## src/shared/rcd_pkg.sv

```systemverilog
// constants and helpers for the reference clock divider block
// assumes a single system clock; all users import the whole package
package rcd_pkg;

   ////////////////////////////////////////////////////////////////////////
   // register port, field and counter widths
   localparam int ADDR_W = 8;
   localparam int DATA_W = 8;
   localparam int DIV_W = 3;
   localparam int DUTY_W = 2;
   localparam int CNT_W = 7;

   ////////////////////////////////////////////////////////////////////////
   // register offsets
   localparam logic [ADDR_W-1:0] OFS_CTRL = 8'h00;
   localparam logic [ADDR_W-1:0] OFS_STATUS = 8'h01;

   // control register fields
   localparam int BIT_MOD_EN = 7;
   localparam int BIT_PIN_OE = 6;
   localparam int BIT_SLEW = 5;
   localparam int DUTY_LSB = 3;
   localparam int DIV_LSB = 0;
   localparam logic [DATA_W-1:0] CTRL_RESET = 8'h30;

   // status register fields
   localparam int ST_RUN = 0;
   localparam int ST_OSC = 1;
   localparam int ST_INSTR = 2;
   localparam int ST_PIN = 3;
   localparam int ST_SLEEP = 4;

   ////////////////////////////////////////////////////////////////////////
   // field encodings
   localparam logic [DUTY_W-1:0] DUTY_ZERO = 2'h0;
   localparam logic [DUTY_W-1:0] DUTY_QUARTER = 2'h1;
   localparam logic [DUTY_W-1:0] DUTY_HALF = 2'h2;
   localparam logic [DUTY_W-1:0] DUTY_THREE_Q = 2'h3;
   localparam logic [DIV_W-1:0] DIV_NONE = 3'h0;
   localparam logic [DIV_W-1:0] DIV_TWO = 3'h1;

   // timing
   localparam int CLK_PERIOD_NS = 4;
   localparam int INSTR_DIV = 4;
   localparam int INSTR_CNT_W = $clog2(INSTR_DIV);

   // what owns the shared pin
   typedef enum {SRC_OSC_IN, SRC_INSTR, SRC_REF, SRC_IDLE} rcd_pin_src_e;

   ////////////////////////////////////////////////////////////////////////
   // last count of one output period
   function automatic logic [CNT_W-1:0] rcd_div_last(input logic [DIV_W-1:0] sel);
      logic [7:0] period;
      period = 8'h01 << sel;
      return CNT_W'(period - 8'h01);
   endfunction : rcd_div_last

   // counts of the period during which the output is high
   function automatic logic [7:0] rcd_high_count(input logic [DIV_W-1:0] sel,
                                                 input logic [DUTY_W-1:0] duty);
      logic [7:0] period;
      logic [7:0] result;
      period = 8'h01 << sel;
      case (duty)
         DUTY_ZERO: result = 8'h00;
         DUTY_QUARTER: result = (sel == DIV_TWO) ? (period >> 1) : (period >> 2);
         DUTY_HALF: result = period >> 1;
         default: result = (sel == DIV_TWO) ? (period >> 1) : ((period >> 1) + (period >> 2));
      endcase
      return result;
   endfunction : rcd_high_count

endpackage : rcd_pkg
```

## src/hw/rcd_divider.sv

```systemverilog
// power-of-two counter and duty shaper for the reference output
// assumes run and freeze come from logic on the same clock
`timescale 1ns/100ps
module rcd_divider (
   input wire logic clk,
   input wire logic rst_n,
   input wire logic run,
   input wire logic freeze,
   input wire logic [rcd_pkg::DIV_W-1:0] divSel,
   input wire logic [rcd_pkg::DUTY_W-1:0] dutySel,
   output logic [rcd_pkg::CNT_W-1:0] count,
   output logic wave
);
   import rcd_pkg::*;

   logic [CNT_W-1:0] next_count;
   logic [CNT_W-1:0] lastCount;
   logic [7:0] highCount;

   ////////////////////////////////////////////////////////////////////////
   always_comb begin
      lastCount = rcd_div_last(divSel);
      highCount = rcd_high_count(divSel, dutySel);
      if (!run) begin
         next_count = '0;
      end else if (count == lastCount) begin
         next_count = '0;
      end else begin
         next_count = count + 7'h01;
      end
   end

   // frozen while the system clock is stopped
   always_ff @(posedge clk) begin
      if (!rst_n) begin
         count <= '0;
      end else if (!freeze) begin
         count <= next_count;
      end
   end

   always_ff @(posedge clk) begin
      if (!rst_n) begin
         wave <= 1'b0;
      end else if (!freeze) begin
         wave <= run && ({1'b0, next_count} < highCount);
      end
   end

endmodule : rcd_divider

```

## src/hw/rcd_ref_clock.sv

```systemverilog
// reference clock output: control register, divider and pin ownership
// assumes config straps and sleep are on the system clock; pin input is not
`timescale 1ns/100ps
module rcd_ref_clock (
   input wire logic clk,
   input wire logic rst_n,
   input wire logic [rcd_pkg::ADDR_W-1:0] addr,
   input wire logic [rcd_pkg::DATA_W-1:0] wrData,
   input wire logic wrStrobe,
   input wire logic rdStrobe,
   output logic [rcd_pkg::DATA_W-1:0] rdData,
   input wire logic sleep,
   input wire logic lowPowerCrystalMode,
   input wire logic standardCrystalMode,
   input wire logic highSpeedCrystalMode,
   input wire logic instrClkOutCfg,
   input wire logic refClkPinIn,
   output logic refClkPinOut,
   output logic refClkPinOe,
   output logic refSlewLimitEn
);
   import rcd_pkg::*;

   logic [DATA_W-1:0] refClockCtrl;
   logic refModuleEn;
   logic refPinOutEn;
   logic [DIV_W-1:0] refDivSel;
   logic [DUTY_W-1:0] refDutySel;
   logic [CNT_W-1:0] divCount;
   logic divWave;
   logic [INSTR_CNT_W-1:0] instrCnt;
   logic instrWave;
   logic pinMeta;
   logic pinSync;
   logic crystalMode;
   logic clkTerm;
   logic refSignal;
   logic [DATA_W-1:0] statusWord;
   rcd_pin_src_e pinSrc;

   ////////////////////////////////////////////////////////////////////////
   // control register
   assign refModuleEn = refClockCtrl[BIT_MOD_EN];
   assign refPinOutEn = refClockCtrl[BIT_PIN_OE];
   assign refDivSel = refClockCtrl[DIV_LSB +: DIV_W];
   assign refDutySel = refClockCtrl[DUTY_LSB +: DUTY_W];

   always_ff @(posedge clk) begin
      if (!rst_n) begin
         refClockCtrl <= CTRL_RESET;
      end else if (wrStrobe && !sleep && addr == OFS_CTRL) begin
         refClockCtrl <= wrData;
      end
   end

   always_ff @(posedge clk) begin
      if (!rst_n) begin
         refSlewLimitEn <= CTRL_RESET[BIT_SLEW];
      end else if (wrStrobe && !sleep && addr == OFS_CTRL) begin
         refSlewLimitEn <= wrData[BIT_SLEW];
      end
   end

   ////////////////////////////////////////////////////////////////////////
   // read side: data stands only in the cycle after the strobe
   always_comb begin
      statusWord = '0;
      statusWord[ST_RUN] = refModuleEn;
      statusWord[ST_OSC] = crystalMode;
      statusWord[ST_INSTR] = instrClkOutCfg && !crystalMode;
      statusWord[ST_PIN] = pinSync;
      statusWord[ST_SLEEP] = sleep;
   end

   always_ff @(posedge clk) begin
      if (!rst_n) begin
         rdData <= '0;
      end else if (rdStrobe) begin
         if (addr == OFS_CTRL) begin
            rdData <= refClockCtrl;
         end else if (addr == OFS_STATUS) begin
            rdData <= statusWord;
         end else begin
            rdData <= '0;
         end
      end else begin
         rdData <= '0;
      end
   end

   // pin level seen back, two stages
   always_ff @(posedge clk) begin
      if (!rst_n) begin
         pinMeta <= 1'b0;
         pinSync <= 1'b0;
      end else begin
         pinMeta <= refClkPinIn;
         pinSync <= pinMeta;
      end
   end

   ////////////////////////////////////////////////////////////////////////
   // divider
   // run gate
   rcd_divider u_div (
      .clk(clk),
      .rst_n(rst_n),
      .run(refModuleEn),
      .freeze(sleep),
      .divSel(refDivSel),
      .dutySel(refDutySel),
      .count(divCount),
      .wave(divWave)
   );

   always_ff @(posedge clk) begin
      if (!rst_n) begin
         instrCnt <= '0;
      end else if (!sleep) begin
         instrCnt <= instrCnt + 2'h1;
      end
   end
   assign instrWave = instrCnt[INSTR_CNT_W-1];

   ////////////////////////////////////////////////////////////////////////
   // waveform shaping
   // system clock source
   assign clkTerm = clk && !sleep;

   always_comb begin
      if (refDivSel == DIV_NONE) begin
         refSignal = (refDutySel == DUTY_ZERO) ? 1'b0 : clkTerm;
      end else if (refDivSel == DIV_TWO && refDutySel == DUTY_QUARTER) begin
         refSignal = divWave && clkTerm;
      end else if (refDivSel == DIV_TWO && refDutySel == DUTY_THREE_Q) begin
         refSignal = divWave || clkTerm;
      end else begin
         refSignal = divWave;
      end
   end

   ////////////////////////////////////////////////////////////////////////
   // pin ownership
   assign crystalMode = lowPowerCrystalMode || standardCrystalMode || highSpeedCrystalMode;

   always_comb begin
      if (crystalMode) begin
         pinSrc = SRC_OSC_IN;
      end else if (instrClkOutCfg) begin
         pinSrc = SRC_INSTR;
      end else if (refModuleEn && refPinOutEn) begin
         pinSrc = SRC_REF;
      end else begin
         pinSrc = SRC_IDLE;
      end
   end

   always_comb begin
      case (pinSrc)
         SRC_OSC_IN: begin
            refClkPinOe = 1'b0;
            refClkPinOut = 1'b0;
         end
         SRC_INSTR: begin
            refClkPinOe = 1'b1;
            refClkPinOut = instrWave;
         end
         SRC_REF: begin
            refClkPinOe = 1'b1;
            refClkPinOut = refSignal;
         end
         default: begin
            refClkPinOe = 1'b1;
            refClkPinOut = 1'b0;
         end
      endcase
   end

   ////////////////////////////////////////////////////////////////////////
   // checks
   logic [CNT_W-1:0] chkLast;
   logic [7:0] chkHigh;
   assign chkLast = rcd_div_last(refDivSel);
   assign chkHigh = rcd_high_count(refDivSel, refDutySel);
endmodule : rcd_ref_clock

```

## config.mk

```make
export PLATFORM = sky130hd
export DESIGN_NAME = rcd_ref_clock
export DESIGN_NICKNAME = d
export VERILOG_FILES = /design/src/shared/rcd_pkg.sv /design/src/hw/rcd_divider.sv /design/src/hw/rcd_ref_clock.sv
export SDC_FILE = /design/constraint.sdc
export NUM_CORES = 1
export LEC_CHECK = 0
export ABC_AREA = 1
export BUFFER_PORTS_ARGS = -buffer_cell sky130_fd_sc_hd__buf_2
export CORE_AREA = 4 4 68 70
export DETAILED_ROUTE_END_ITERATION = 12
export DIE_AREA = 0 0 72 74
export PLACE_DENSITY = 0.7
export SETUP_SLACK_MARGIN = 0.4
export SYNTH_ARGS = -nofsm -noshare
export SYNTH_HDL_FRONTEND = slang
export SYNTH_HIERARCHICAL = 1
export SYNTH_SLANG_ARGS = --single-unit
export TNS_END_PERCENT = 30
```

## constraint.sdc

```tcl
create_clock -name clk -period 2.1 [get_ports clk]
set_input_delay 0.315 -clock clk [delete_from_list [all_inputs] [get_ports clk]]
set_output_delay 0.315 -clock clk [all_outputs]
set_load 0.02 [all_outputs]
```

==> results of run 1 <==
## per-stage QoR
step           instance area [µm²]  util (%)  setup WS [ns]  hold WS [ns]
6_report                      2789     70.23        -0.4137        0.1231
5_1_grt                       2789     70.23        -0.4584        0.1175
4_1_cts                       2591     65.25        -0.4942        0.1244
3_5_place_dp                  2157     54.32       -0.04930        0.4080
3_3_place_gp                  2157     54.32        0.02564        0.3944
2_1_floorplan                 1843         -         0.1546        0.3900
## per-layer routing
layer,global-route usage [%],vias up
li1,-,1046
met1,23.15,942
met2,35.00,83
met3,7.703,14
met4,13.78,0
met5,0,-
## cell families after synthesis
kind of cell,count (synthesis)
AO/OA/AOI/OAI,40
XOR/XNOR,4
adder cells (fa/ha/maj),11
buffers and inverters,52
flip-flops,28
AND/OR/NAND/NOR,141
## what timing repair did
item / 4_1_cts / 5_1_grt
pin swaps: 16 / 20
setup endpoints to repair: 10 / 11
hold endpoints to repair: 0 / 0
buffers inserted: 12 / 9
resized for setup: 51 / 38
## sequential cells by signal, summed over array words and instances, names as in the netlist
name	cells
u_div/count	7
instrCnt	2
rdData	8
refClockCtrl	8
u_div/wave	1
pinMeta	1
pinSync	1
## layout make-up
cell class              count  area, µm²  share of cell area, %
clock buffers              14      196.4                  7.044
clock inverters             4      25.02                 0.8973
inverters                  46      177.7                  6.371
multi-input cells         196       1256                  45.04
flip-flops and latches     28      585.6                  21.00
well taps                  50      62.56                  2.243
repair buffers             70      485.5                  17.41
## cell usage in the layout (no fill, tap or decap), drive strengths merged, types with 3 or more instances in the layout
master	netlist	final
a21oi	19	19
a31oi	4	4
buf	4	77
clkbuf	1	7
clkinv	0	3
dfxtp	28	28
ha	11	11
inv	47	47
nand2	71	71
nand3	32	32
nand4	4	4
nor2	30	30
o21ai	15	15
xor2	3	3
## power breakdown
part	internal [mW]	switching [mW]	total, mW	leakage [nW]
registers	0.537	0.0118	0.549	0.233
logic	0.0549	0.0699	0.125	1.00
clock network	0.572	0.370	0.942	0.144
## path summary, 6_finish.rpt
kind / slack, ns / from / endpoint / cells after the start
worst max register to register: -0.07 / refClockCtrl[0] / u_div/wave / 13
worst min register to register: 0.41 / pinMeta / pinSync / 2
worst max-delay path: -0.41 / clk / refClkPinOut / 13
worst min-delay path: 0.12 / refClkPinIn / pinMeta / 3
## worst max-delay path, stage by stage
cell and delay (ns):
clkbuf_16 0.12, clkbuf_16 0.13, buf_8 0.11, buf_8 0.11, clkinv_4 0.04, nor2_4 0.03, buf_8 0.12, buf_8 0.11
nand2_4 0.04, nand3_2 0.06, nand3_2 0.09, a21oi_2 0.06, buf_6 0.13
==> reports/summary.txt, run 1 <==
synth-to-layout area growth -> 53.20%
wire length on met3 -> 385 µm
post-synthesis compound-gate area fraction -> 11.82%
cell accounting for the most synthesized area -> dfxtp_1
met2 routed WL -> 2938 µm
WL met1 -> 2189 µm
Die Area -> 0.005328 mm²
FILL cells -> 304
layout cell share with drive strength beyond 1 -> 43.85%
DR WL/cell -> 13.80 µm
vias in the first global route -> 2045
Synth top cells by count -> nand2_1, inv_1, nand3_1
P_leak -> 1.380 nW
post-synthesis mux area share -> 0%
Synth Area in XOR/XNOR -> 1.924%
top layer in use -> met4
Final ANT Viol Nets -> 0
DRT Pass-1 Iters -> 4
DRC -> 0
Post-synth EDFFs -> 0
Synth top area share -> 30.79%
Worst EP required -> 1.78 ns
number of synthesis warnings -> 6
hpwl dp -> 3439 µm
Hold Vio Cnt, Final -> 0
WS Path Type -> clock port to output port
row cnt -> 23
syn avg cell area -> 6.596 µm²
io pins -> 37
failing checks -> negative setup slack
post-synthesis register bit count -> 28
Top FF cell, synth -> dfxtp_1
Final Max Slew Viols -> 0
post-synthesis cell area -> 0.001820 mm²
fin cells -> 408
TNS Setup -> -0.4810 ns
largest family of logic cells by synthesized area -> simple AND/OR/NAND/NOR gates
unrepaired setup endpoints after global routing -> yes
cells after synthesis -> 276
placed instance count -> 373
Initial Util -> 45.84%
most frequent cell after synthesis -> nand2_1
CTS tree -> yes
routed via count -> 2085
Die X -> 72 µm
worst setup margin -> -0.4137 ns
kind of start point of the critical path -> clock port
core region area -> 0.003971 mm²
final setup violation count -> 2
clock transition at the registers of the reported paths -> 0.10 ns
Slew HR -> 68.74%
largest net degree at the start of global routing -> 16
Setup Skew -> 0.02604 ns
Post-Syn Nets -> 313
measured slew at the worst slew-check pin -> 0.4684 ns
crit-path max FO -> 2
antenna violations before repair -> 0
outcome -> complete, but fails checks
post-cts hold buffer count -> 0
gpl congestion -> 0.8487
total power -> 1.615 mW
via/cell ratio -> 5.110
worst vdd ir -> 0.4732 mV
post-synthesis sequential area ratio -> 30.79%
MaxCap Viol Count -> 0
crit path DAT -> 2.20 ns
die height -> 74 µm
GRT overflow -> 0
Adder-Cell Fraction of Synth Area -> 7.560%
post-synthesis simple-gate area fraction -> 35.40%
P per Cell Area -> 579.2 mW/mm²
first-pass GRT wire length -> 8638 µm
# diodes -> 0
1st-iter DRT viols -> 100
Total GRT Usage -> 21.21%
top cells by area, synth -> dfxtp_1, nand2_1, inv_1
NumNets Final -> 393
hold crit path type -> input pin to flop
Crit. End Element -> output port
Port Buffers -> 36
ys async rst share -> 0%
clock latency on the worst-skew pair -> 0.40 ns
total wire length -> 5632 µm
library cells used by synthesis -> 26
Power figures use the tool's default switching activity.
==> run 2, diff against run 1 <==
SETUP_SLACK_MARGIN = unset   (was 0.4)
==> run 2 against run 1 <==
Critical path type unchanged. First-iteration DRC count grew 12%. Worst setup slack gained 0.23 ns. Count of clock-buffer cells in the layout shrank 1. Hold slack worse by 0.020 ns. Register-to-register slack worse by 0.09 ns. Combinational power hardly changed. Critical path depth fell by 2. Clock power is 1% lower. The run still ends with negative setup slack left. Routed wire length shrank 13%. Non-clock buffer count decreased by 15. Utilization fell by 6.0 points.
==> reports/summary.txt, run 2 (synthesis results as in run 1) <==
MaxCap Viol Count -> 0 (unchanged)
Period minus WS final -> 2.283 ns
critical path's slowest cell -> clkbuf_8 (was clkbuf_16)
FILL cells -> 365 (was 304)
via/cell ratio -> 5.015 (was 5.110)
met3 GRT Util -> 7.027% (was 7.703%)
failing checks -> negative setup slack (unchanged)
placed instance count -> 371 (was 373)
largest net degree at the start of global routing -> 16 (unchanged)
Reg area -> 570.5 µm² (was 585.6 µm²)
P_leak -> 1.267 nW (was 1.380 nW)
routed via count -> 1961 (was 2085)
die height -> 74 µm (unchanged)
# diodes -> 0 (unchanged)
clock latency on the worst-skew pair -> 0.40 ns (about the same)
final instance area -> 0.002551 mm² (was 0.002789 mm²)
worst setup margin -> -0.1830 ns (was -0.4137 ns)
Die X -> 72 µm (unchanged)
Worst EP required -> 1.78 ns (about the same)
DRT Pass-1 Iters -> 4 (unchanged)
worst vdd ir -> 0.4824 mV (was 0.4732 mV)
Final Max Slew Viols -> 0 (unchanged)
core region area -> 0.003971 mm² (unchanged)
cells along the critical path -> clkbuf_16, buf_8, buf_8, inv_4, nor2_4, clkbuf_8, nand2_2, nand3_2, nand3_2, a21oi_2, buf_6 (was clkbuf_16, clkbuf_16, buf_8, buf_8, clkinv_4, nor2_4, buf_8, buf_8, nand2_4, nand3_2, nand3_2, a21oi_2, buf_6)
measured slew at the worst slew-check pin -> 0.3998 ns (was 0.4684 ns)
vias in the first global route -> 1971 (was 2045)
io pins -> 37 (unchanged)
CP peak stage delay -> 0.13 ns (about the same)
crit-path max FO -> 2 (unchanged)
kind of start point of the critical path -> clock port (unchanged)
post-cts hold buffer count -> 0 (unchanged)
Hold Vio Cnt, Final -> 0 (unchanged)
CTS tree -> yes (unchanged)
most common cell after layout, fill and taps aside -> nand2_1 (unchanged)
outcome -> complete, but fails checks (unchanged)
Die Area -> 0.005328 mm² (unchanged)
hpwl dp -> 3313 µm (was 3439 µm)
final setup violation count -> 2 (unchanged)
gpl congestion -> 0.8901 (was 0.8487)
clock transition at the registers of the reported paths -> 0.06 ns (was 0.10 ns)
Multi-input gate area -> 0.001161 mm² (was 0.001256 mm²)
synth-to-layout area growth -> 40.14% (was 53.20%)
most frequent cells in the layout -> nand2_1, inv_1, buf_2 (unchanged)
DR WL/cell -> 12.48 µm (was 13.80 µm)
Setup Skew -> 0.06637 ns (was 0.02604 ns)
NumNets Final -> 376 (was 393)
Slew HR -> 73.32% (was 68.74%)
1st-iter DRT viols -> 112 (was 100)
GR Util met1 -> 19.72% (was 23.15%)
top flop regs -> rdData (8), refClockCtrl (8), u_div/count (7) (unchanged)
GR peak layer -> met2 (unchanged)
hold crit path type -> input pin to flop (unchanged)
row cnt -> 23 (unchanged)
Buf/Inv on CP -> 6 (was 8)
unrepaired setup endpoints after global routing -> yes (unchanged)
GR Util met2 -> 31.73% (was 35.00%)
Total GRT Usage -> 18.44% (was 21.21%)
DRC -> 0 (unchanged)
Peak Freq -> 441.6 MHz
Port Buffers -> 36 (unchanged)
WHS -> 0.1027 ns (was 0.1231 ns)
Final ANT Viol Nets -> 0 (unchanged)
Initial Util -> 45.84% (unchanged)
antenna violations before repair -> 0 (unchanged)
WS Path Type -> clock port to output port (unchanged)
fin cells -> 391 (was 408)
Crit. End Element -> output port (unchanged)
layout cell share with drive strength beyond 1 -> 35.19% (was 43.85%)
GRT overflow -> 0 (unchanged)
crit path DAT -> 1.97 ns (was 2.20 ns)
period utilization -> 108.7%
CP delay by family, top -> buffers and inverters (unchanged)
TNS Setup -> -0.3473 ns (was -0.4810 ns)
first-pass GRT wire length -> 7728 µm (was 8638 µm)
total wire length -> 4881 µm (was 5632 µm)
dpl cell area -> 0.002145 mm² (was 0.002157 mm²)
P per Cell Area -> 630.4 mW/mm² (was 579.2 mW/mm²)
[run 2: path summary, 6_finish.rpt]
path                            slack (ns)            to             from  cells past startpoint
worst min-delay path                  0.10       pinMeta      refClkPinIn                      3
worst max register to register       -0.16    u_div/wave  refClockCtrl[1]                     18
worst min register to register        0.41       pinSync          pinMeta                      2
worst max-delay path                 -0.18  refClkPinOut              clk                     11
[run 2: area by class of cell]
type / count / area share, %
multi-input cells: 196 / 45.51
flip-flops and latches: 28 / 22.36
clock inverters: 3 / 1.717
inverters: 46 / 6.964
well taps: 50 / 2.452
clock buffers: 13 / 6.572
repair buffers: 55 / 14.42
[run 2: report_power, final]
| part | switching, mW | internal, mW |
|---|---|---|
| Sequential | 0.00851 | 0.542 |
| Combinational | 0.0721 | 0.0563 |
| Clock | 0.324 | 0.606 |
[run 2: layer usage]
| metal | vias up | wire (µm) |
|---|---|---|
| li1 | 1006 | - |
| met1 | 877 | 2019 |
| met2 | 67 | 2404 |
| met3 | 11 | 343 |
| met4 | 0 | 113 |
| met5 | - | 0 |
[run 2: what timing repair did]
item / 4_1_cts / 5_1_grt
pin swaps: 4 / 19
gates resized for setup: 11 / 38
setup endpoints to repair: 2 / 4
setup buffers: 2 / 5
cloned: 0 / 1
[run 2: worst min-delay path, stage by stage]
cell	delay, ns
buf_2	0.07
nand2_1	0.04
inv_1	0.04
[run 2: metrics by stage]
stage                     utilization (%)  setup slack (ns)  total power [mW]
final                               64.24           -0.1830             1.608
after global routing                64.24           -0.2988             1.676
after CTS                           59.42           -0.2539             1.564
after detailed placement            54.00          -0.04285            0.6977
after global placement              54.00          0.009065            0.6958
after floorplan                         -           0.07450            0.6499
==> run 3, diff against run 2 <==
CORE_AREA = 4 4 78 62   (was 4 4 68 70)
DIE_AREA = 0 0 82 66   (was 0 0 72 74)
TNS_END_PERCENT = 1   (was 30)
==> run 3 against run 2 <==
The run still ends with negative setup slack left. Worst setup slack worse by 0.017 ns. Via count is 0.76% higher. Largest cell class unchanged. Register-to-register slack improved by 0.02 ns. Critical endpoint unchanged. Highest routed layer unchanged. Cell area fell by 4.4%.
==> reports/summary.txt, run 3 (synthesis results as in run 1) <==
outcome -> complete, but fails checks (unchanged)
failing checks -> negative setup slack (unchanged)
worst setup margin -> -0.2002 ns (was -0.1830 ns)
vias in the first global route -> 1836 (was 1971)
pre-CTS setup slack -> -0.08714 ns (was -0.04285 ns)
synth-to-layout area growth -> 34.02% (was 40.14%)
clock latency on the worst-skew pair -> 0.41 ns (was 0.40 ns)
gpl congestion -> 0.8481 (was 0.8901)
r2r endpoint -> u_div/wave (unchanged)
Slew HR -> 70.93% (was 73.32%)
row cnt -> 20 (was 23)
GR Util met2 -> 28.13% (was 31.73%)
TNS Setup -> -0.3440 ns (was -0.3473 ns)
P_leak -> 1.258 nW (was 1.267 nW)
Final Max Slew Viols -> 0 (unchanged)
Reg area -> 568.0 µm² (was 570.5 µm²)
hold crit path type -> input pin to flop (unchanged)
antenna violations before repair -> 0 (unchanged)
top flop regs -> rdData (8), refClockCtrl (8), u_div/count (7) (unchanged)
measured slew at the worst slew-check pin -> 0.4315 ns (was 0.3998 ns)
worst hold path startpoint -> refClkPinIn (unchanged)
Crit. End Element -> output port (unchanged)
via/cell ratio -> 5.041 (was 5.015)
DR WL/cell -> 13.21 µm (was 12.48 µm)
die height -> 66 µm (was 74 µm)
Final ANT Viol Nets -> 0 (unchanged)
io pins -> 37 (unchanged)
worst reg2reg setup slack -> -0.14 ns (was -0.16 ns)
Die Area -> 0.005412 mm² (was 0.005328 mm²)
P per Cell Area -> 678.8 mW/mm² (was 630.4 mW/mm²)
GR Util met1 -> 27.38% (was 19.72%)
final setup violation count -> 2 (unchanged)
most common cell after layout, fill and taps aside -> nand2_1 (unchanged)
crit-path max FO -> 2 (unchanged)
core region area -> 0.004004 mm² (was 0.003971 mm²)
most frequent cells in the layout -> nand2_1, inv_1, buf_2 (unchanged)
FILL cells -> 374 (was 365)
FF-to-FF Start -> refClockCtrl[1] (unchanged)
Setup Skew -> 0.07275 ns (was 0.06637 ns)
GR peak layer -> met2 (unchanged)
crit path DAT -> 1.99 ns (was 1.97 ns)
CTS tree -> yes (unchanged)
Total GRT Usage -> 20.89% (was 18.44%)
GRT overflow -> 0 (unchanged)
Port Buffers -> 36 (unchanged)
met3 GRT Util -> 9.673% (was 7.027%)
DRC -> 0 (unchanged)
Worst EP required -> 1.78 ns (about the same)
first-pass GRT wire length -> 8293 µm (was 7728 µm)
1st-iter DRT viols -> 198 (was 112)
NumNets Final -> 372 (was 376)
Min-Delay Endpoint -> pinMeta (unchanged)
largest net degree at the start of global routing -> 16 (unchanged)
worst vdd ir -> 0.4041 mV (was 0.4824 mV)
Initial Util -> 45.47% (was 45.84%)
Die X -> 82 µm (was 72 µm)
total wire length -> 5178 µm (was 4881 µm)
unrepaired setup endpoints after global routing -> yes (unchanged)
Reg2Reg Depth -> 17 (was 18)
WS Path Type -> clock port to output port (unchanged)
Multi-input gate area -> 0.001099 mm² (was 0.001161 mm²)
hpwl dp -> 3572 µm (was 3313 µm)
hold depth -> 3 (unchanged)
worst setup path startpoint -> clk (unchanged)
layout cell share with drive strength beyond 1 -> 31.45% (was 35.19%)
routed via count -> 1976 (was 1961)
DRT Pass-1 Iters -> 4 (unchanged)
clock transition at the registers of the reported paths -> 0.06 ns (about the same)
# diodes -> 0 (unchanged)
Hold Vio Cnt, Final -> 0 (unchanged)
MaxCap Viol Count -> 0 (unchanged)
kind of start point of the critical path -> clock port (unchanged)
[run 3: cell types whose count changed in the layout (fill, tap and decap cells not counted), sizes merged]
cell      before  now
clkbuf         9    8
buf           59   57
clkinvlp       1    0
[run 3: report_power, final]
part           switching [mW]  total (mW)  internal, mW
clock                   0.355       0.983         0.627
combinational          0.0685       0.121        0.0528
sequential            0.00926       0.552         0.543
total                   0.433        1.66          1.22
[run 3: final cells by class]
cell class | instances | share of cell area (%)
multi-input combinational | 196 | 45.03
sequential | 28 | 23.28
timing repair buffer | 51 | 13.13
inverter | 46 | 7.179
clock buffer | 14 | 7.077
tap | 55 | 2.821
clock inverter | 2 | 1.487
[run 3: routing by layer]
layer,up-vias,part of all wire [%]
met5,-,0
met3,13,8.6
met4,0,1.7
met1,880,46
met2,83,44
li1,1000,-
[run 3: how the worst max path moves through the flow]
stage / end / cells after the start
floorplan: u_div/wave / 16
global placement: u_div/wave / 15
detailed placement: u_div/wave / 15
CTS: refClkPinOut / 11
global route: u_div/wave / 17
finish: refClkPinOut / 11
[run 3: timing repair]
action,4_1_cts,5_1_grt
setup buffers,2,2
pin swaps,3,5
setup endpoints to repair,2,3
resized for setup,16,19
hold buffers,0,0
[run 3: per-stage QoR]
step | hold WS [ns] | instance area, µm² | std cells | total power, mW | utilization [%]
floorplan | 0.3900 | 1821 | 276 | 0.6499 | -
global placement | 0.3996 | 2151 | 376 | 0.7011 | 53.72
detailed placement | 0.3966 | 2151 | 376 | 0.7035 | 53.72
CTS | 0.1097 | 2380 | 390 | 1.588 | 59.44
global route | 0.1087 | 2440 | 392 | 1.723 | 60.94
finish | 0.1012 | 2440 | 392 | 1.656 | 60.94
[run 3: critical path, stage by stage]
cell	delay [ns]
clkbuf_16	0.12
buf_8	0.11
buf_8	0.11
inv_4	0.04
nor2_4	0.04
clkbuf_8	0.13
nand3_2	0.07
nand2_2	0.06
nand3_2	0.06
a21oi_2	0.05
buf_6	0.12
